===== src/logic/eivm_consts.svh =====
// Register offsets, field positions, reset values and vector addresses.
`ifndef EIVM_CONSTS_SVH
`define EIVM_CONSTS_SVH

`define EIVM_ADDR_W         4
`define EIVM_DATA_W         8
`define EIVM_VEC_W          5
`define EIVM_VEC_N          17
`define EIVM_PERIPH_N       13
`define EIVM_CAUSE_N        4

`define EIVM_OFS_CTRL       4'h0
`define EIVM_OFS_MASK       4'h1
`define EIVM_OFS_FLAGS      4'h2
`define EIVM_OFS_PCM_LO     4'h3
`define EIVM_OFS_PCM_HI     4'h4
`define EIVM_OFS_STATUS     4'h5

`define EIVM_CTRL_RST       8'h00
`define EIVM_MASK_RST       8'h00
`define EIVM_FLAGS_RST      8'h00
`define EIVM_PCM_RST        8'h00
`define EIVM_MASK_RW        8'h70

`define EIVM_SENSE_LSB      0
`define EIVM_SENSE_MSB      1
`define EIVM_EXT_BIT        6
`define EIVM_PCH_BIT        5
`define EIVM_PCL_BIT        4
`define EIVM_ST_REQ_BIT     7
`define EIVM_ST_RST_BIT     6
`define EIVM_ST_PIN_BIT     5

`define EIVM_VEC_RESET      5'h00
`define EIVM_VEC_EXT        5'h01
`define EIVM_VEC_PCL        5'h02
`define EIVM_VEC_PCH        5'h03
`define EIVM_VEC_PERIPH     5'h04
`define EIVM_VEC_LAST       5'h10

`define EIVM_WARM_CYCLES    2'h3

`endif


===== src/logic/eivm_pkg.sv =====
// Types shared by the external interrupt and vector map logic.
package eivm_pkg;
  typedef logic [4:0] eivm_vec_t;
  typedef logic [7:0] eivm_byte_t;
  typedef logic [3:0] eivm_addr_t;
  // Order follows the two-bit sense field encoding 00, 01, 10, 11.
  typedef enum logic [1:0] {
    EIVM_SENSE_LOW,
    EIVM_SENSE_ANY,
    EIVM_SENSE_FALL,
    EIVM_SENSE_RISE
  } eivm_sense_e;
endpackage


===== src/logic/eivm_ctrl.sv =====
// External interrupt detection, request flags and vector selection.
//
// Our own choices: the strobed register port and the register addresses.
`timescale 1ns/1ps
`include "eivm_consts.svh"

module eivm_ctrl
  import eivm_pkg::*;
#(
  parameter int PC_LOW_W  = 8,
  parameter int PC_HIGH_W = 4
) (
  input  wire logic                            mclk,
  input  wire logic                            rst_b,
  input  wire eivm_pkg::eivm_addr_t            reg_addr,
  input  wire eivm_pkg::eivm_byte_t            reg_wdata,
  input  wire logic                            reg_wr,
  input  wire logic                            reg_rd,
  output eivm_pkg::eivm_byte_t                 reg_rdata,
  input  wire logic                            ext_irq_pin,
  input  wire logic [PC_LOW_W+PC_HIGH_W-1:0]   pin_change_inputs,
  input  wire logic                            io_clk_active,
  input  wire logic                            global_irq_en,
  input  wire logic [`EIVM_CAUSE_N-1:0]        reset_cause,
  input  wire logic [`EIVM_PERIPH_N-1:0]       periph_req,
  input  wire logic                            irq_ack,
  input  wire eivm_pkg::eivm_vec_t             irq_ack_vector,
  output logic                                 irq_req,
  output eivm_pkg::eivm_vec_t                  irq_vector,
  output logic                                 wake_req,
  output logic                                 pin_change_group_low_req,
  output logic                                 pin_change_group_high_req
);
  import eivm_pkg::*;

  localparam int PC_N = PC_LOW_W + PC_HIGH_W;
  localparam int VEC_N = `EIVM_VEC_N;
  localparam logic [7:0] PCM_LO_RW = 8'((1 << PC_LOW_W) - 1);
  localparam logic [7:0] PCM_HI_RW = 8'((1 << PC_HIGH_W) - 1);

  if (PC_LOW_W < 1 || PC_LOW_W > 8 || PC_HIGH_W < 1 || PC_HIGH_W > 8)
  begin : g_bad_width
    $error("eivm_ctrl: each pin-change group must hold 1 to 8 inputs");
  end

  // Registers.
  eivm_byte_t        ctrl;
  eivm_byte_t        irq_mask;
  eivm_byte_t        pcm_lo;
  eivm_byte_t        pcm_hi;
  logic              ext_flag;
  logic              pcl_flag;
  logic              pch_flag;
  logic              reset_pend;

  // Sampled pins and previous samples.
  logic [PC_N:0]     pin_sync;
  logic              ext_s;
  logic              ext_p;
  logic [PC_N-1:0]   pc_s;
  logic [PC_N-1:0]   pc_p;
  logic [1:0]        warm_cnt;
  logic              warm;

  // Decoded events.
  eivm_sense_e       sense;
  logic              level_mode;
  logic              ext_rise;
  logic              ext_fall;
  logic              ext_event;
  logic              ext_low;
  logic [PC_N-1:0]   pc_tog;
  logic              pcl_hit;
  logic              pch_hit;
  logic              wr_ctrl;
  logic              wr_mask;
  logic              wr_flags;
  logic              wr_pcm_lo;
  logic              wr_pcm_hi;
  logic              ext_clr;
  logic              pcl_clr;
  logic              pch_clr;
  logic [VEC_N-1:0]  pend;
  logic              next_req;
  eivm_vec_t         next_vec;
  eivm_byte_t        next_rdata;
  logic              ext_en;
  logic              pcl_en;
  logic              pch_en;

  eivm_sync #(
    .W (PC_N + 1)
  ) u_sync (
    .mclk  (mclk),
    .rst_b (rst_b),
    .d     ({ext_irq_pin, pin_change_inputs}),
    .q     (pin_sync)
  );

  assign ext_s = pin_sync[PC_N];
  assign pc_s  = pin_sync[PC_N-1:0];

  // Edges are ignored until the synchroniser holds real pin samples, so a
  // pin resting high at release does not look like a fresh rising edge.
  always_ff @(posedge mclk or negedge rst_b) begin
    if (!rst_b) begin
      warm_cnt <= 2'h0;
    end else if (warm_cnt != `EIVM_WARM_CYCLES) begin
      warm_cnt <= warm_cnt + 2'h1;
    end
  end

  assign warm = (warm_cnt == `EIVM_WARM_CYCLES);

  always_ff @(posedge mclk or negedge rst_b) begin
    if (!rst_b) begin
      ext_p <= 1'b0;
      pc_p  <= '0;
    end else begin
      ext_p <= ext_s;
      pc_p  <= pc_s;
    end
  end

  assign sense = eivm_sense_e'(ctrl[`EIVM_SENSE_MSB:`EIVM_SENSE_LSB]);
  assign level_mode = (sense == EIVM_SENSE_LOW);

  assign ext_rise = ext_s & ~ext_p;
  assign ext_fall = ~ext_s & ext_p;

  always_comb begin
    ext_event = 1'b0;
    case (sense)
      EIVM_SENSE_ANY:  ext_event = ext_rise | ext_fall;
      EIVM_SENSE_FALL: ext_event = ext_fall;
      EIVM_SENSE_RISE: ext_event = ext_rise;
      default:         ext_event = 1'b0;
    endcase
    ext_event = ext_event & io_clk_active & warm;
  end

  assign ext_low = level_mode & ~ext_s & warm;

  assign pc_tog = (pc_s ^ pc_p) & {PC_N{warm}};
  assign pcl_hit = |(pc_tog[PC_LOW_W-1:0] & pcm_lo[PC_LOW_W-1:0]);
  assign pch_hit = |(pc_tog[PC_N-1:PC_LOW_W] & pcm_hi[PC_HIGH_W-1:0]);

  always_ff @(posedge mclk or negedge rst_b) begin
    if (!rst_b) begin
      pin_change_group_low_req  <= 1'b0;
      pin_change_group_high_req <= 1'b0;
    end else begin
      pin_change_group_low_req  <= pcl_hit;
      pin_change_group_high_req <= pch_hit;
    end
  end

  // Register write decode.
  assign wr_ctrl   = reg_wr && (reg_addr == `EIVM_OFS_CTRL);
  assign wr_mask   = reg_wr && (reg_addr == `EIVM_OFS_MASK);
  assign wr_flags  = reg_wr && (reg_addr == `EIVM_OFS_FLAGS);
  assign wr_pcm_lo = reg_wr && (reg_addr == `EIVM_OFS_PCM_LO);
  assign wr_pcm_hi = reg_wr && (reg_addr == `EIVM_OFS_PCM_HI);

  // The upper control bits are stored for software but steer nothing here.
  always_ff @(posedge mclk or negedge rst_b) begin
    if (!rst_b) begin
      ctrl <= `EIVM_CTRL_RST;
    end else if (wr_ctrl) begin
      ctrl <= reg_wdata;
    end
  end

  always_ff @(posedge mclk or negedge rst_b) begin
    if (!rst_b) begin
      irq_mask <= `EIVM_MASK_RST;
    end else if (wr_mask) begin
      irq_mask <= reg_wdata & `EIVM_MASK_RW;
    end
  end

  always_ff @(posedge mclk or negedge rst_b) begin
    if (!rst_b) begin
      pcm_lo <= `EIVM_PCM_RST;
      pcm_hi <= `EIVM_PCM_RST;
    end else begin
      if (wr_pcm_lo) begin
        pcm_lo <= reg_wdata & PCM_LO_RW;
      end
      if (wr_pcm_hi) begin
        pcm_hi <= reg_wdata & PCM_HI_RW;
      end
    end
  end

  assign ext_clr = (wr_flags && reg_wdata[`EIVM_EXT_BIT]) ||
                   (irq_ack && irq_ack_vector == `EIVM_VEC_EXT);
  assign pcl_clr = (wr_flags && reg_wdata[`EIVM_PCL_BIT]) ||
                   (irq_ack && irq_ack_vector == `EIVM_VEC_PCL);
  assign pch_clr = (wr_flags && reg_wdata[`EIVM_PCH_BIT]) ||
                   (irq_ack && irq_ack_vector == `EIVM_VEC_PCH);

  // A new event in the clearing cycle sets the flag again so it is not lost.
  // set wins over clear
  always_ff @(posedge mclk or negedge rst_b) begin
    if (!rst_b) begin
      ext_flag <= 1'b0;
    end else if (level_mode) begin
      ext_flag <= 1'b0;
    end else begin
      ext_flag <= ext_event | (ext_flag & ~ext_clr);
    end
  end

  always_ff @(posedge mclk or negedge rst_b) begin
    if (!rst_b) begin
      pcl_flag <= 1'b0;
      pch_flag <= 1'b0;
    end else begin
      pcl_flag <= pcl_hit | (pcl_flag & ~pcl_clr);
      pch_flag <= pch_hit | (pch_flag & ~pch_clr);
    end
  end

  always_ff @(posedge mclk or negedge rst_b) begin
    if (!rst_b) begin
      reset_pend <= 1'b1;
    end else begin
      reset_pend <= (|reset_cause) |
        (reset_pend & ~(irq_ack && irq_ack_vector == `EIVM_VEC_RESET));
    end
  end

  assign ext_en = global_irq_en & irq_mask[`EIVM_EXT_BIT];
  assign pcl_en = global_irq_en & irq_mask[`EIVM_PCL_BIT];
  assign pch_en = global_irq_en & irq_mask[`EIVM_PCH_BIT];

  // Peripheral sources arrive already gated by their own enables; only the
  // global enable is applied here.
  always_comb begin
    pend = '0;
    pend[`EIVM_VEC_RESET] = reset_pend;
    pend[`EIVM_VEC_EXT] = ext_en & (level_mode ? ext_low : ext_flag);
    pend[`EIVM_VEC_PCL] = pcl_en & pcl_flag;
    pend[`EIVM_VEC_PCH] = pch_en & pch_flag;
    for (int i = 0; i < `EIVM_PERIPH_N; i++) begin
      pend[int'(`EIVM_VEC_PERIPH) + i] = global_irq_en & periph_req[i];
    end
  end

  always_comb begin
    next_req = |pend;
    next_vec = `EIVM_VEC_RESET;
    for (int i = VEC_N - 1; i >= 0; i--) begin
      if (pend[i]) begin
        next_vec = eivm_vec_t'(i);
      end
    end
  end

  // The core sees the choice one cycle late; an ack in that gap names the
  // vector it took, so only that source is cleared.
  always_ff @(posedge mclk or negedge rst_b) begin
    if (!rst_b) begin
      irq_req    <= 1'b0;
      irq_vector <= `EIVM_VEC_RESET;
    end else begin
      irq_req    <= next_req;
      irq_vector <= next_vec;
    end
  end

  // wake without lasting level
  // Compares raw pads with the last sample, so it works with mclk stopped.
  // A wake from a level that vanishes early yields no interrupt.
  assign wake_req =
    (pcl_en & |((pin_change_inputs[PC_LOW_W-1:0] ^ pc_p[PC_LOW_W-1:0]) &
                pcm_lo[PC_LOW_W-1:0])) |
    (pch_en & |((pin_change_inputs[PC_N-1:PC_LOW_W] ^ pc_p[PC_N-1:PC_LOW_W]) &
                pcm_hi[PC_HIGH_W-1:0])) |
    (ext_en & level_mode & ~ext_irq_pin) |
    irq_req;

  // Register read mux; unmapped offsets read zero.
  always_comb begin
    next_rdata = 8'h00;
    case (reg_addr)
      `EIVM_OFS_CTRL:   next_rdata = ctrl;
      `EIVM_OFS_MASK:   next_rdata = irq_mask;
      `EIVM_OFS_FLAGS: begin
        next_rdata[`EIVM_EXT_BIT] = ext_flag;
        next_rdata[`EIVM_PCH_BIT] = pch_flag;
        next_rdata[`EIVM_PCL_BIT] = pcl_flag;
      end
      `EIVM_OFS_PCM_LO: next_rdata = pcm_lo;
      `EIVM_OFS_PCM_HI: next_rdata = pcm_hi;
      `EIVM_OFS_STATUS: begin
        next_rdata[`EIVM_ST_REQ_BIT] = irq_req;
        next_rdata[`EIVM_ST_RST_BIT] = reset_pend;
        next_rdata[`EIVM_ST_PIN_BIT] = ext_s;
        next_rdata[`EIVM_VEC_W-1:0]  = irq_vector;
      end
      default:          next_rdata = 8'h00;
    endcase
  end

  // Read data stands only in the cycle after the read strobe.
  always_ff @(posedge mclk or negedge rst_b) begin
    if (!rst_b) begin
      reg_rdata <= 8'h00;
    end else if (reg_rd) begin
      reg_rdata <= next_rdata;
    end else begin
      reg_rdata <= 8'h00;
    end
  end
endmodule


===== src/logic/eivm_sync.sv =====
// Two-stage synchroniser, one per bit.
`timescale 1ns/1ps
module eivm_sync #(
  parameter int W = 13
) (
  input  wire logic         mclk,
  input  wire logic         rst_b,
  input  wire logic [W-1:0] d,
  output logic      [W-1:0] q
);
  logic [W-1:0] meta;

  if (W < 1) begin : g_bad_w
    $error("eivm_sync: width must be at least 1");
  end

  for (genvar i = 0; i < W; i++) begin : g_bit
    always_ff @(posedge mclk or negedge rst_b) begin
      if (!rst_b) begin
        meta[i] <= 1'b0;
        q[i]    <= 1'b0;
      end else begin
        meta[i] <= d[i];
        q[i]    <= meta[i];
      end
    end
  end
endmodule


===== config.mk =====
export PLATFORM = sky130hd
export DESIGN_NAME = eivm_ctrl
export DESIGN_NICKNAME = d
export VERILOG_FILES = /design/src/logic/eivm_pkg.sv /design/src/logic/eivm_ctrl.sv /design/src/logic/eivm_sync.sv
export VERILOG_INCLUDE_DIRS = /design/src /design/src/logic
export SDC_FILE = /design/constraint.sdc
export NUM_CORES = 1
export LEC_CHECK = 0
export ABC_AREA = 1
export BUFFER_PORTS_ARGS = -buffer_cell sky130_fd_sc_hd__buf_2
export CORE_MARGIN = 1.5
export CORE_UTILIZATION = 30
export CTS_CLUSTER_SIZE = 24
export DETAILED_ROUTE_END_ITERATION = 16
export GPL_ROUTABILITY_DRIVEN = 0
export GPL_TIMING_DRIVEN = 0
export RECOVER_POWER = 25
export SKIP_CTS_REPAIR_TIMING = 1
export SYNTH_ARGS = -nofsm -noshare
export SYNTH_HDL_FRONTEND = slang
export SYNTH_SLANG_ARGS = --single-unit

===== constraint.sdc =====
create_clock -name mclk -period 4.36 [get_ports mclk]
set_input_delay 0.872 -clock mclk [delete_from_list [all_inputs] [get_ports mclk]]
set_output_delay 0.872 -clock mclk [all_outputs]
set_load 0.03 [all_outputs]

=== Word-level counts from Yosys, hierarchy flattened ===
Index checks and enable logic that the tools add are counted.

* Output and inout port bits: 17
* Flip-flop bits (word level): 84

* Bitwise logic cells: 56
* Mux-type cells: 24
* $add $sub $neg: 1
* Equality and inequality tests: 13
* Reductions and logical operators: 24

{| class="wikitable"
|+ Operators with widths
! kind !! number
|-
| 5-bit 2-to-1 mux || 17
|-
| 1-bit bitwise AND || 33
|-
| 17-bit OR reduction || 1
|-
| 8-bit bitwise AND || 2
|-
| 4-bit case mux with 4 select lines || 1
|-
| 8-bit OR reduction || 2
|-
| 3-bit case mux with 5 select lines || 1
|-
| 12-bit bitwise AND || 1
|-
| 1-bit logical AND || 12
|-
| 4-bit OR reduction || 3
|-
| 12-bit bitwise XOR || 1
|-
| 5-bit by 2-bit == test with 1-bit output, second input constant || 2
|-
| 4-bit bitwise AND || 2
|-
| 4-bit by 2-bit == test with 1-bit output, second input constant || 2
|-
| 4-bit by 3-bit == test with 1-bit output, second input constant || 2
|-
| 8-bit 2-to-1 mux || 1
|-
| 1-bit bitwise OR || 8
|-
| 8-bit bitwise XOR || 1
|-
| 1-bit inverter || 7
|-
| 2-bit == test, second input constant || 3
|-
| 1-bit case mux with 3 select lines || 2
|-
| 5-bit by 1-bit == test with 1-bit output, second input constant || 1
|-
| 5-bit logical NOT || 1
|-
| 4-bit by 1-bit == test with 1-bit output, second input constant || 1
|-
| other kinds (8) || 11
|}

=== Depth between registers and ports, before layout ===
Gate-level depths: netlist of the first run.

* Depth after elaboration: 18
* Depth in mapped cells: 15
* Mapped depth without buffers: 15

=== By module ===
Synthesis of the first run repeated with hierarchy kept, for this count alone.

* Cell total of the unflattened synthesis: 381
* Area, all modules: 3,621.0 µm²

{| class="wikitable"
|+ By module, submodules not included
! module !! cells an instance !! area each (µm²) !! sequential area each (µm²) !! instances
|-
| eivm_ctrl || 355 || 2,970.3 || 1,452.6 || 1
|-
| eivm_sync || 26 || 650.6 || 650.6 || 1
|}

=== Least setup slack after synthesis of the first run ===
OpenSTA, ideal clock, no wires.

* Path type: input to output
* Start: in pin_change_inputs[3]
* End: out wake_req
* Arrival: 1.843 ns
* Buffers on the path: 0
* Stages: 5
* Path slack: 1.645 ns
* Data required time: 3.488 ns
* Cells stage by stage: or2_1 > nand3_1 > o21ai_1 > o41ai_1 > nand4_1

* Word-level cells in the longest chain between the ends: 7

{| class="wikitable"
|+ Ends and longest elaborated chain
! item !! RTL line !! source
|-
| from (decl) || eivm_ctrl.sv:21 || <nowiki>input wire logic [PC_LOW_W+PC_HIGH_W-1:0] pin_change_inputs,</nowiki>
|-
| 8-bit bitwise XOR || eivm_ctrl.sv:277 || <nowiki>(pcl_en & |((pin_change_inputs[PC_LOW_W-1:0] ^ pc_p[PC_LOW_W-1:0]) &</nowiki>
|-
| 8-bit bitwise AND || eivm_ctrl.sv:277 ||
|-
| 8-bit OR reduction || eivm_ctrl.sv:277 ||
|-
| 1-bit bitwise AND || eivm_ctrl.sv:277 ||
|-
| 1-bit bitwise OR || eivm_ctrl.sv:278 || <nowiki>pcm_lo[PC_LOW_W-1:0])) |</nowiki>
|-
| 1-bit bitwise OR || eivm_ctrl.sv:280 || <nowiki>pcm_hi[PC_HIGH_W-1:0])) |</nowiki>
|-
| 1-bit bitwise OR || eivm_ctrl.sv:281 || <nowiki>(ext_en & level_mode & ~ext_irq_pin) |</nowiki>
|-
| to (decl) || eivm_ctrl.sv:30 || <nowiki>output logic wake_req,</nowiki>
|}

No other way between the ends.

=== Final worst setup path of the first run ===
Same ends and word-level chain as after synthesis.

==> results of run 1 <==
[synth_stat cells (4+ instances only)]
| cell | count |
|---|---|
| nor2_1 | 32 |
| a32o_1 | 4 |
| o21ai_2 | 10 |
| a21oi_1 | 6 |
| or2_2 | 6 |
| a221oi_1 | 4 |
| nand3_1 | 19 |
| inv_2 | 4 |
| dfrtp_1 | 83 |
| o21ai_1 | 9 |
| o21ai_0 | 24 |
| inv_1 | 32 |
| o22ai_1 | 6 |
| nand2_1 | 98 |
[power by group]
group          switching (mW)  total, mW  internal [mW]  leakage (nW)
clock network           0.302      0.777          0.475         0.152
registers              0.0608      0.915          0.854          1.01
logic                   0.162      0.265          0.103          1.04
[layout make-up]
type / instances / area [um2]
clock inverter: 5 / 60.1
sequential: 84 / 2100
multi-input combinational: 258 / 1350
tap: 143 / 179
inverter: 36 / 135
clock buffer: 11 / 253
timing repair buffer: 71 / 377
buffer: 4 / 42.5
fill: 1188 / 7120
[final timing paths]
| kind | to | slack [ns] | depth (start not counted) |
|---|---|---|---|
| worst max-delay path | wake_req | 1.09 | 7 |
| worst min-delay path | u_sync.q[12]$_DFF_PN0_ | 0.35 | 0 |
| worst max register to register | irq_vector[4]$_DFF_PN0_ | 2.70 | 8 |
| worst min register to register | u_sync.q[12]$_DFF_PN0_ | 0.35 | 0 |
| max in group asynchronous | reset_pend$_DFF_PN1_ | 2.57 | 2 |
| min in group asynchronous | pc_p[3]$_DFF_PN0_ | 0.82 | 1 |
[logic make-up after synthesis]
family	share of synthesized area, %
compound gates	14.2
fa+ha+maj	1.03
xor+xnor	0.724
simple gates	21.1
buf+inv	4.90
flops	58.0
[per-stage QoR]
step                area, um2  cells
floorplan                3630    382
global placement         4160    595
detailed placement       4190    596
CTS                      4500    612
global route             4500    612
finish                   4500    612
[per-layer routing]
metal,share of wire (%),vias to the layer above,track usage [%]
li1,-,1440,-
met1,46,1364,18.7
met2,46,70,23.7
met3,6.3,15,5.36
met4,2.0,0,5.92
met5,0,-,0
[registers in the layout, indices dropped and copies added (netlist names)]
| register | count |
|---|---|
| pcm_hi | 4 |
| u_sync.meta | 13 |
| irq_vector | 5 |
| ctrl | 8 |
| pcl_flag | 1 |
| pcm_lo | 8 |
| irq_mask | 3 |
| reg_rdata | 8 |
| ext_p | 1 |
| pin_change_group_high_req | 1 |
| pin_change_group_low_req | 1 |
| irq_req | 1 |
| ext_flag | 1 |
| warm_cnt | 2 |
| pc_p | 12 |
| reset_pend | 1 |
| u_sync.q | 13 |
| pch_flag | 1 |
[layout by cell type (no fill, tap or decap), types with 2 or more instances in the layout]
| cell type | synthesis | layout |
|---|---|---|
| buf_2 | 1 | 70 |
| clkinv_4 | 0 | 2 |
| nand4_1 | 3 | 3 |
| a32o_1 | 4 | 4 |
| ha_1 | 3 | 3 |
| o2111ai_1 | 3 | 3 |
| nor2_4 | 2 | 2 |
| clkbuf_8 | 0 | 2 |
| dfrtp_1 | 83 | 83 |
| nor3_1 | 2 | 2 |
| o21ai_0 | 24 | 24 |
| a211oi_1 | 3 | 3 |
| xnor2_1 | 2 | 2 |
| nand2_2 | 2 | 2 |
| nand2_1 | 98 | 98 |
| or2_1 | 2 | 2 |
| a21boi_0 | 3 | 3 |
| nand3_1 | 19 | 19 |
| inv_1 | 32 | 32 |
| nor2_2 | 2 | 2 |
| o22ai_1 | 6 | 6 |
| nor2_1 | 32 | 32 |
| buf_6 | 2 | 2 |
| a221oi_1 | 4 | 4 |
| o21ai_1 | 9 | 9 |
| or2_2 | 6 | 6 |
| inv_2 | 4 | 4 |
| clkbuf_16 | 0 | 9 |
| a21oi_1 | 6 | 6 |
| o21ai_2 | 10 | 10 |
| nand2_4 | 2 | 2 |
[worst reg2reg max path, cell delays in order, from the launching register on]
cell and delay (ns):
dfrtp_1 0.39, ha_1 0.27, inv_1 0.20, o21ai_0 0.10, nand2_1 0.12, nand2_1 0.09
nor2_1 0.19, inv_2 0.06, nor4_2 0.13
==> run_results.csv, run 1 <==
group,metric,value,unit
status,outcome,"finished, final reports clean",
critical_path,required,3.49,ns
sta,worst_clock_skew,0.00439,ns
sta,fin_crit,3.27,ns
sta,slew_headroom,10.5,%
placed_design,dp_slack,1.12,ns
floorplanning,fp.dieW,113,um
synth,synth-edff-count,0,
synth,ys_types,41,
power_and_ir_drop,power.density,435,mW/mm2
final_layout,final_layout_size_suffix_gt1_share,26.0,%
clock_tree,clkSinkCount,84,
sta,report.final.slew_viol_count,0,
global_route,grt.total_usage,14.9,%
floorplanning,ios,71,
critical_path,criticalPathCategory,"input port to output port",
critical_path,cpPeakStageDelay,0.63,ns
critical_path,crit_path_frequent_cell,"buf_2",
critical_path,crit_path_end_kind,"output port",
detailed_routing,post-route-drc-count,0,
clock_tree,cts-root-buf,"clkbuf_16",
detailed_routing,drtAntennaViolNets,0,
synth,syn_area_per_cell,9.50,um2
final_layout,antenna_cells,0,
sta,setup_viol,0,
floorplanning,core,0.0116,mm2
global_route,grt_max_degree,63,
min_path,hold_class,"register to register",
clock_tree,htree_levels,3,
sta,fin_ws,1.09,ns
floorplanning,num_rows,39,
synth,synth_area_leaders,"dfrtp_1, nand2_1, o21ai_0",
final_layout,area_growth,23.9,%
placed_design,io_buffer_count,70,
critical_path,critPathArrivalTime,2.39,ns
power_and_ir_drop,p_leak,2.21,nW
synth,synth_warnings,0,
synth,ys_seq_area_share,58.0,%
critical_path,crit_chain,"buf_2, or2_1, nand3_1, o21ai_1, o41ai_1, nand4_1, buf_2",
final_layout,nets,521,
detailed_routing,drt_iter0_markers,89,
critical_path,cp_max_fo,3,
final_layout,fin_util,38.7,%
sta,tns,0,ns
synth,synthArstFlopShare,100,%
critical_path,start_kind,"input port",
global_route,antenna_found_initial,0,
sta,fmax,306,MHz
detailed_routing,wl_per_cell,14.2,um
power_and_ir_drop,power,1.96,mW
placed_design,detailed_place_hpwl,6780,um
sta,whs,0.348,ns
run,maxCapViolations,0,
detailed_routing,drt-pass1-iter-count,4,
synth,synthFlopType,"dfrtp_1",
clock_tree,clock_latency,0.34,ns
clock_tree,cts_tree,"done",
clock_tree,clk_pin_slew_worst_paths,0.06,ns
global_route,grt_overflow_total,0,
sta,grt_setup_unrepaired,"no",
global_route,grt_pass1_wl,14600,um
synth,synth_top_area_share,57.2,%
detailed_routing,vias,2889,
clock_tree,numCtsBuffers,9,
sta,fin_crit_sh,74.9,%
global_route,grt_pass1_vias,2916,
critical_path,crit_buf_inv,2,
synth,syn_inst,382,
clock_tree,clk_path_buf_depth,2,
floorplanning,dieHeight,113,um
floorplanning,start_util,31.2,%
floorplanning,die_area,0.0128,mm2
critical_path,slowest_stage,"o41ai_1",
critical_path,critical-path-top-delay-family,"compound AO/OA/AOI/OAI gates",
detailed_routing,vias_per_cell,4.72,
detailed_routing,totalWireLength,8670,um
min_path,hold_start,"u_sync.meta[12]$_DFF_PN0_",
synth,synth_area,0.00363,mm2
synth,yosys_register_bits,84,
synth,synth_top_cell_by_area,"dfrtp_1",
critical_path,crit_start,"pin_change_inputs[3]",
sta,worst_pin_slew,1.34,ns
critical_path,crit-reg2reg-launch,"warm_cnt[0]$_DFFE_PN0P_",
synth,syn_nets,439,
sta,hold_viol_final,0,
power_and_ir_drop,peakVddDrop,0.000212,V
Note: power is estimated with default switching activity, not from simulation.
==> run 2, diff against run 1 <==
Clock period 4.36 ns to 3.2 ns, I/O delays scaled along.
==> run_results.csv, run 2 (same netlist as run 1, synthesis figures left out) <==
group,metric,value,unit
clock_tree,clk_path_buf_depth,2,
final_layout,multi_input_area,0.00135,mm2
detailed_routing,post-route-drc-count,0,
sta,slew_headroom,10.8,%
clock_tree,clock_latency,0.34,ns
clock_tree,cts_tree,"done",
critical_path,crit-reg2reg-launch,"warm_cnt[0]$_DFFE_PN0P_",
placed_design,dpl.cell_count,596,
detailed_routing,drt-pass1-iter-count,4,
critical_path,reg2reg_to,"irq_vector[4]$_DFF_PN0_",
critical_path,critPathArrivalTime,2.18,ns
global_route,grt_max_degree,63,
clock_tree,clkSinkCount,84,
critical_path,cp.depth,6,
sta,tns,0,ns
sta,report.final.slew_viol_count,0,
placed_design,detailed_place_hpwl,6780,um
detailed_routing,vias_per_cell,4.71,
critical_path,crit_chain,"or2_1, nand3_1, o21ai_1, o41ai_1, nand4_1, buf_2",
final_layout,largest_registers,"u_sync.meta (13), u_sync.q (13), pc_p (12)",
critical_path,crit_buf_inv,1,
critical_path,crit_start,"pc_p[3]$_DFF_PN0_",
power_and_ir_drop,p_leak,2.18,nW
clock_tree,htree_levels,3,
final_layout,final_common_cell,"nand2_1",
min_path,hold_class,"register to register",
clock_tree,cts-root-buf,"clkbuf_16",
floorplanning,num_rows,39,
critical_path,crit_path_end_kind,"output port",
floorplanning,die_area,0.0128,mm2
sta,fin_crit_sh,88.3,%
sta,setup_viol,0,
sta,worst_clock_skew,0.00451,ns
critical_path,start_kind,"register",
final_layout,nets,521,
critical_path,endpoint,"wake_req",
floorplanning,start_util,31.2,%
final_layout,fillers,1195,
final_layout,stdcell_area,0.00449,mm2
detailed_routing,wl_per_cell,14.2,um
floorplanning,ios,71,
final_layout,layout_common_cells,"nand2_1, dfrtp_1, buf_2",
sta,fmax,354,MHz
critical_path,cpPeakStageDelay,0.64,ns
clock_tree,clk_pin_slew_worst_paths,0.06,ns
sta,fin_crit,2.82,ns
clock_tree,numCtsBuffers,9,
placed_design,io_buffer_count,70,
status,outcome,"finished, final reports clean",
floorplanning,core,0.0116,mm2
placed_design,dp_slack,0.422,ns
sta,fin_ws,0.375,ns
global_route,grt_overflow_total,0,
final_layout,final_cells,612,
final_layout,final_layout_size_suffix_gt1_share,24.1,%
critical_path,reg2reg_slack,1.55,ns
critical_path,slowest_stage,"o41ai_1",
global_route,grt_pass1_vias,2916,
sta,hold_viol_final,0,
floorplanning,dieHeight,113,um
final_layout,area_growth,23.6,%
detailed_routing,drtAntennaViolNets,0,
power_and_ir_drop,peakVddDrop,0.000289,V
critical_path,reg2reg_depth,8,
global_route,antenna_found_initial,0,
sta,grt_setup_unrepaired,"no",
run,maxCapViolations,0,
global_route,grt.total_usage,14.9,%
critical_path,critical-path-top-delay-family,"compound AO/OA/AOI/OAI gates",
placed_design,place_area,0.00419,mm2
detailed_routing,vias,2880,
detailed_routing,drt_iter0_markers,89,
sta,whs,0.348,ns
floorplanning,fp.dieW,113,um
sta,worst_pin_slew,1.34,ns
critical_path,cp_max_fo,4,
final_layout,antenna_cells,0,
power_and_ir_drop,power.density,594,mW/mm2
critical_path,criticalPathCategory,"register to output port",
final_layout,regArea,0.00210,mm2
detailed_routing,totalWireLength,8660,um
global_route,grt_pass1_wl,14600,um
critical_path,required,2.56,ns
-- run 2: changes by cell type in the layout (fill, tap and decap cells not counted), sizes merged --
cell | before | now
clkbuf | 12 | 21
buf | 74 | 65
-- run 2: metrics by stage --
| stage | power [mW] | util, % |
|---|---|---|
| after floorplan | 1.47 | - |
| after global placement | 1.61 | 35.8 |
| after detailed placement | 1.63 | 36.1 |
| after CTS | 2.70 | 38.8 |
| after global routing | 2.80 | 38.6 |
| final | 2.66 | 38.6 |
-- run 2: layout make-up --
| cell class | count | share of cell area (%) |
|---|---|---|
| sequential | 84 | 46.9 |
| multi-input combinational | 258 | 30.0 |
| timing repair buffer | 71 | 8.15 |
| clock buffer | 11 | 5.63 |
| tap | 143 | 3.99 |
| inverter | 36 | 3.01 |
| clock inverter | 5 | 1.34 |
| buffer | 4 | 0.948 |
-- run 2: worst min path at each step --
| stage | startpoint | end | slack (ns) | depth (start not counted) |
|---|---|---|---|---|
| finish | u_sync.meta[12]$_DFF_PN0_ | u_sync.q[12]$_DFF_PN0_ | 0.35 | 0 |
| global route | u_sync.meta[12]$_DFF_PN0_ | u_sync.q[12]$_DFF_PN0_ | 0.35 | 0 |
| CTS | rst_b | pc_p[3]$_DFF_PN0_ | 0.19 | 1 |
| detailed placement | u_sync.meta[2]$_DFF_PN0_ | u_sync.q[2]$_DFF_PN0_ | 0.34 | 0 |
| global placement | u_sync.meta[10]$_DFF_PN0_ | u_sync.q[10]$_DFF_PN0_ | 0.33 | 0 |
| floorplan | u_sync.meta[0]$_DFF_PN0_ | u_sync.q[0]$_DFF_PN0_ | 0.33 | 0 |
-- run 2: report_power, final --
| group | internal (mW) | total (mW) | switching (mW) |
|---|---|---|---|
| combinational | 0.139 | 0.360 | 0.221 |
| clock | 0.648 | 1.06 | 0.410 |
| sequential | 1.16 | 1.25 | 0.0828 |
-- run 2: metal layers --
metal / vias up / GRT usage [%] / wire length (um)
met5: - / 0 / 0
met4: 0 / 5.92 / 172
met3: 14 / 5.36 / 552
met2: 69 / 23.7 / 3990
met1: 1357 / 18.7 / 3950
li1: 1440 / - / -
==> run 3, diff against run 2 <==
Settings changed: RECOVER_POWER 25 to 100.
==> run_results.csv, run 3 (same netlist as run 1, synthesis figures left out) <==
group,metric,value,unit
min_path,whs_endpoint,"u_sync.q[12]$_DFF_PN0_",
critical_path,reg2reg_depth,8,
critical_path,cp_max_fo,4,
detailed_routing,drt-pass1-iter-count,4,
critical_path,reg2reg_to,"irq_vector[4]$_DFF_PN0_",
critical_path,critPathArrivalTime,2.20,ns
sta,fin_crit_sh,88.8,%
final_layout,final_layout_size_suffix_gt1_share,15.4,%
detailed_routing,vias,2898,
detailed_routing,wl_per_cell,14.2,um
placed_design,detailed_place_hpwl,6780,um
final_layout,nets,521,
clock_tree,clock_latency,0.34,ns
global_route,grt_max_degree,63,
sta,tns,0,ns
detailed_routing,vias_per_cell,4.74,
run,maxCapViolations,0,
clock_tree,numCtsBuffers,9,
floorplanning,core,0.0116,mm2
global_route,antenna_found_initial,0,
critical_path,slowest_stage,"o41ai_1",
final_layout,area_growth,21.1,%
detailed_routing,totalWireLength,8710,um
critical_path,criticalPathCategory,"register to output port",
power_and_ir_drop,p_leak,2.08,nW
sta,setup_viol,0,
power_and_ir_drop,power,2.65,mW
critical_path,crit_chain,"or2_1, nand3_1, o21ai_1, o41ai_1, nand4_1, clkbuf_1",
final_layout,layout_common_cells,"nand2_1, dfrtp_1, clkbuf_1",
detailed_routing,drtAntennaViolNets,0,
final_layout,fillers,1205,
global_route,grt.total_usage,14.9,%
clock_tree,clk_pin_slew_worst_paths,0.06,ns
final_layout,antenna_cells,0,
sta,grt_setup_unrepaired,"no",
placed_design,io_buffer_count,70,
detailed_routing,post-route-drc-count,0,
global_route,grt_overflow_total,0,
min_path,holdPathStages,0,
sta,worst_clock_skew,0.00384,ns
floorplanning,die_area,0.0128,mm2
sta,slew_headroom,11.1,%
final_layout,largest_registers,"u_sync.meta (13), u_sync.q (13), pc_p (12)",
detailed_routing,drt_iter0_markers,74,
critical_path,cpPeakStageDelay,0.62,ns
critical_path,start_kind,"register",
floorplanning,num_rows,39,
sta,worst_pin_slew,1.33,ns
sta,fmax,352,MHz
min_path,hold_class,"register to register",
critical_path,crit_path_end_kind,"output port",
floorplanning,dieHeight,113,um
floorplanning,ios,71,
clock_tree,clkSinkCount,84,
sta,fin_crit,2.84,ns
min_path,hold_start,"u_sync.meta[12]$_DFF_PN0_",
global_route,grt_pass1_wl,14600,um
critical_path,required,2.56,ns
clock_tree,htree_levels,3,
sta,report.final.slew_viol_count,0,
power_and_ir_drop,power.density,602,mW/mm2
critical_path,crit-reg2reg-launch,"warm_cnt[0]$_DFFE_PN0P_",
clock_tree,cts_tree,"done",
critical_path,reg2reg_slack,1.41,ns
floorplanning,start_util,31.2,%
final_layout,final_common_cell,"nand2_1",
clock_tree,cts-root-buf,"clkbuf_16",
floorplanning,fp.dieW,113,um
sta,hold_viol_final,0,
global_route,grt_pass1_vias,2916,
power_and_ir_drop,peakVddDrop,0.000289,V
status,outcome,"finished, final reports clean",
clock_tree,clk_path_buf_depth,2,
-- run 3: metrics by stage --
| step | util (%) | worst slack (ns) | cells | cell area [um2] | hold slack [ns] |
|---|---|---|---|---|---|
| CTS | 38.8 | 0.383 | 612 | 4500 | 0.191 |
| floorplan | - | 0.949 | 382 | 3630 | 0.331 |
| global route | 37.8 | 0.206 | 612 | 4390 | 0.353 |
| detailed placement | 36.1 | 0.422 | 596 | 4190 | 0.336 |
| global placement | 35.8 | 0.448 | 595 | 4160 | 0.333 |
| finish | 37.8 | 0.359 | 612 | 4390 | 0.348 |
-- run 3: per-layer routing --
layer  part of all wire (%)  track usage, %  routed length [um]  vias to the layer above
met3                    6.7            5.36                 587                       12
met4                    2.0            5.92                 175                        0
li1                       -               -                   -                     1440
met2                     46            23.7                4020                       79
met5                      0               0                   0                        -
met1                     45            18.7                3930                     1367
-- run 3: how the worst max path moves through the flow --
stage,startpoint,to,slack (ns)
2_1_floorplan,pin_change_inputs[3],wake_req,0.95
3_3_place_gp,pin_change_inputs[3],wake_req,0.45
3_5_place_dp,pin_change_inputs[3],wake_req,0.42
4_1_cts,pc_p[3]$_DFF_PN0_,wake_req,0.38
5_1_grt,global_irq_en,wake_req,0.21
6_report,pc_p[3]$_DFF_PN0_,wake_req,0.36
-- run 3: final cells by class --
type / count / area, um2 / area share [%]
plain buffers: 4 / 26.3 / 0.598
clock buffers: 11 / 253 / 5.75
clock inverters: 5 / 60.1 / 1.37
inverters: 36 / 135 / 3.08
multi-input cells: 258 / 1300 / 29.6
flip-flops and latches: 84 / 2100 / 47.9
well taps: 143 / 179 / 4.07
repair buffers: 71 / 335 / 7.63
-- run 3: worst max-delay path, delay by kind of cell (launching register included) --
family                 cells  cell delay [ns]
AO/OA/AOI/OAI              2             0.70
AND/OR/NAND/NOR            3             0.50
flip-flops                 1             0.40
buffers and inverters      1             0.26
-- run 3: report_power, final --
part / switching (mW) / total, mW / internal [mW] / leakage (nW)
clock network: 0.408 / 1.06 / 0.647 / 0.152
registers: 0.0834 / 1.25 / 1.16 / 1.01
logic: 0.215 / 0.343 / 0.128 / 0.912
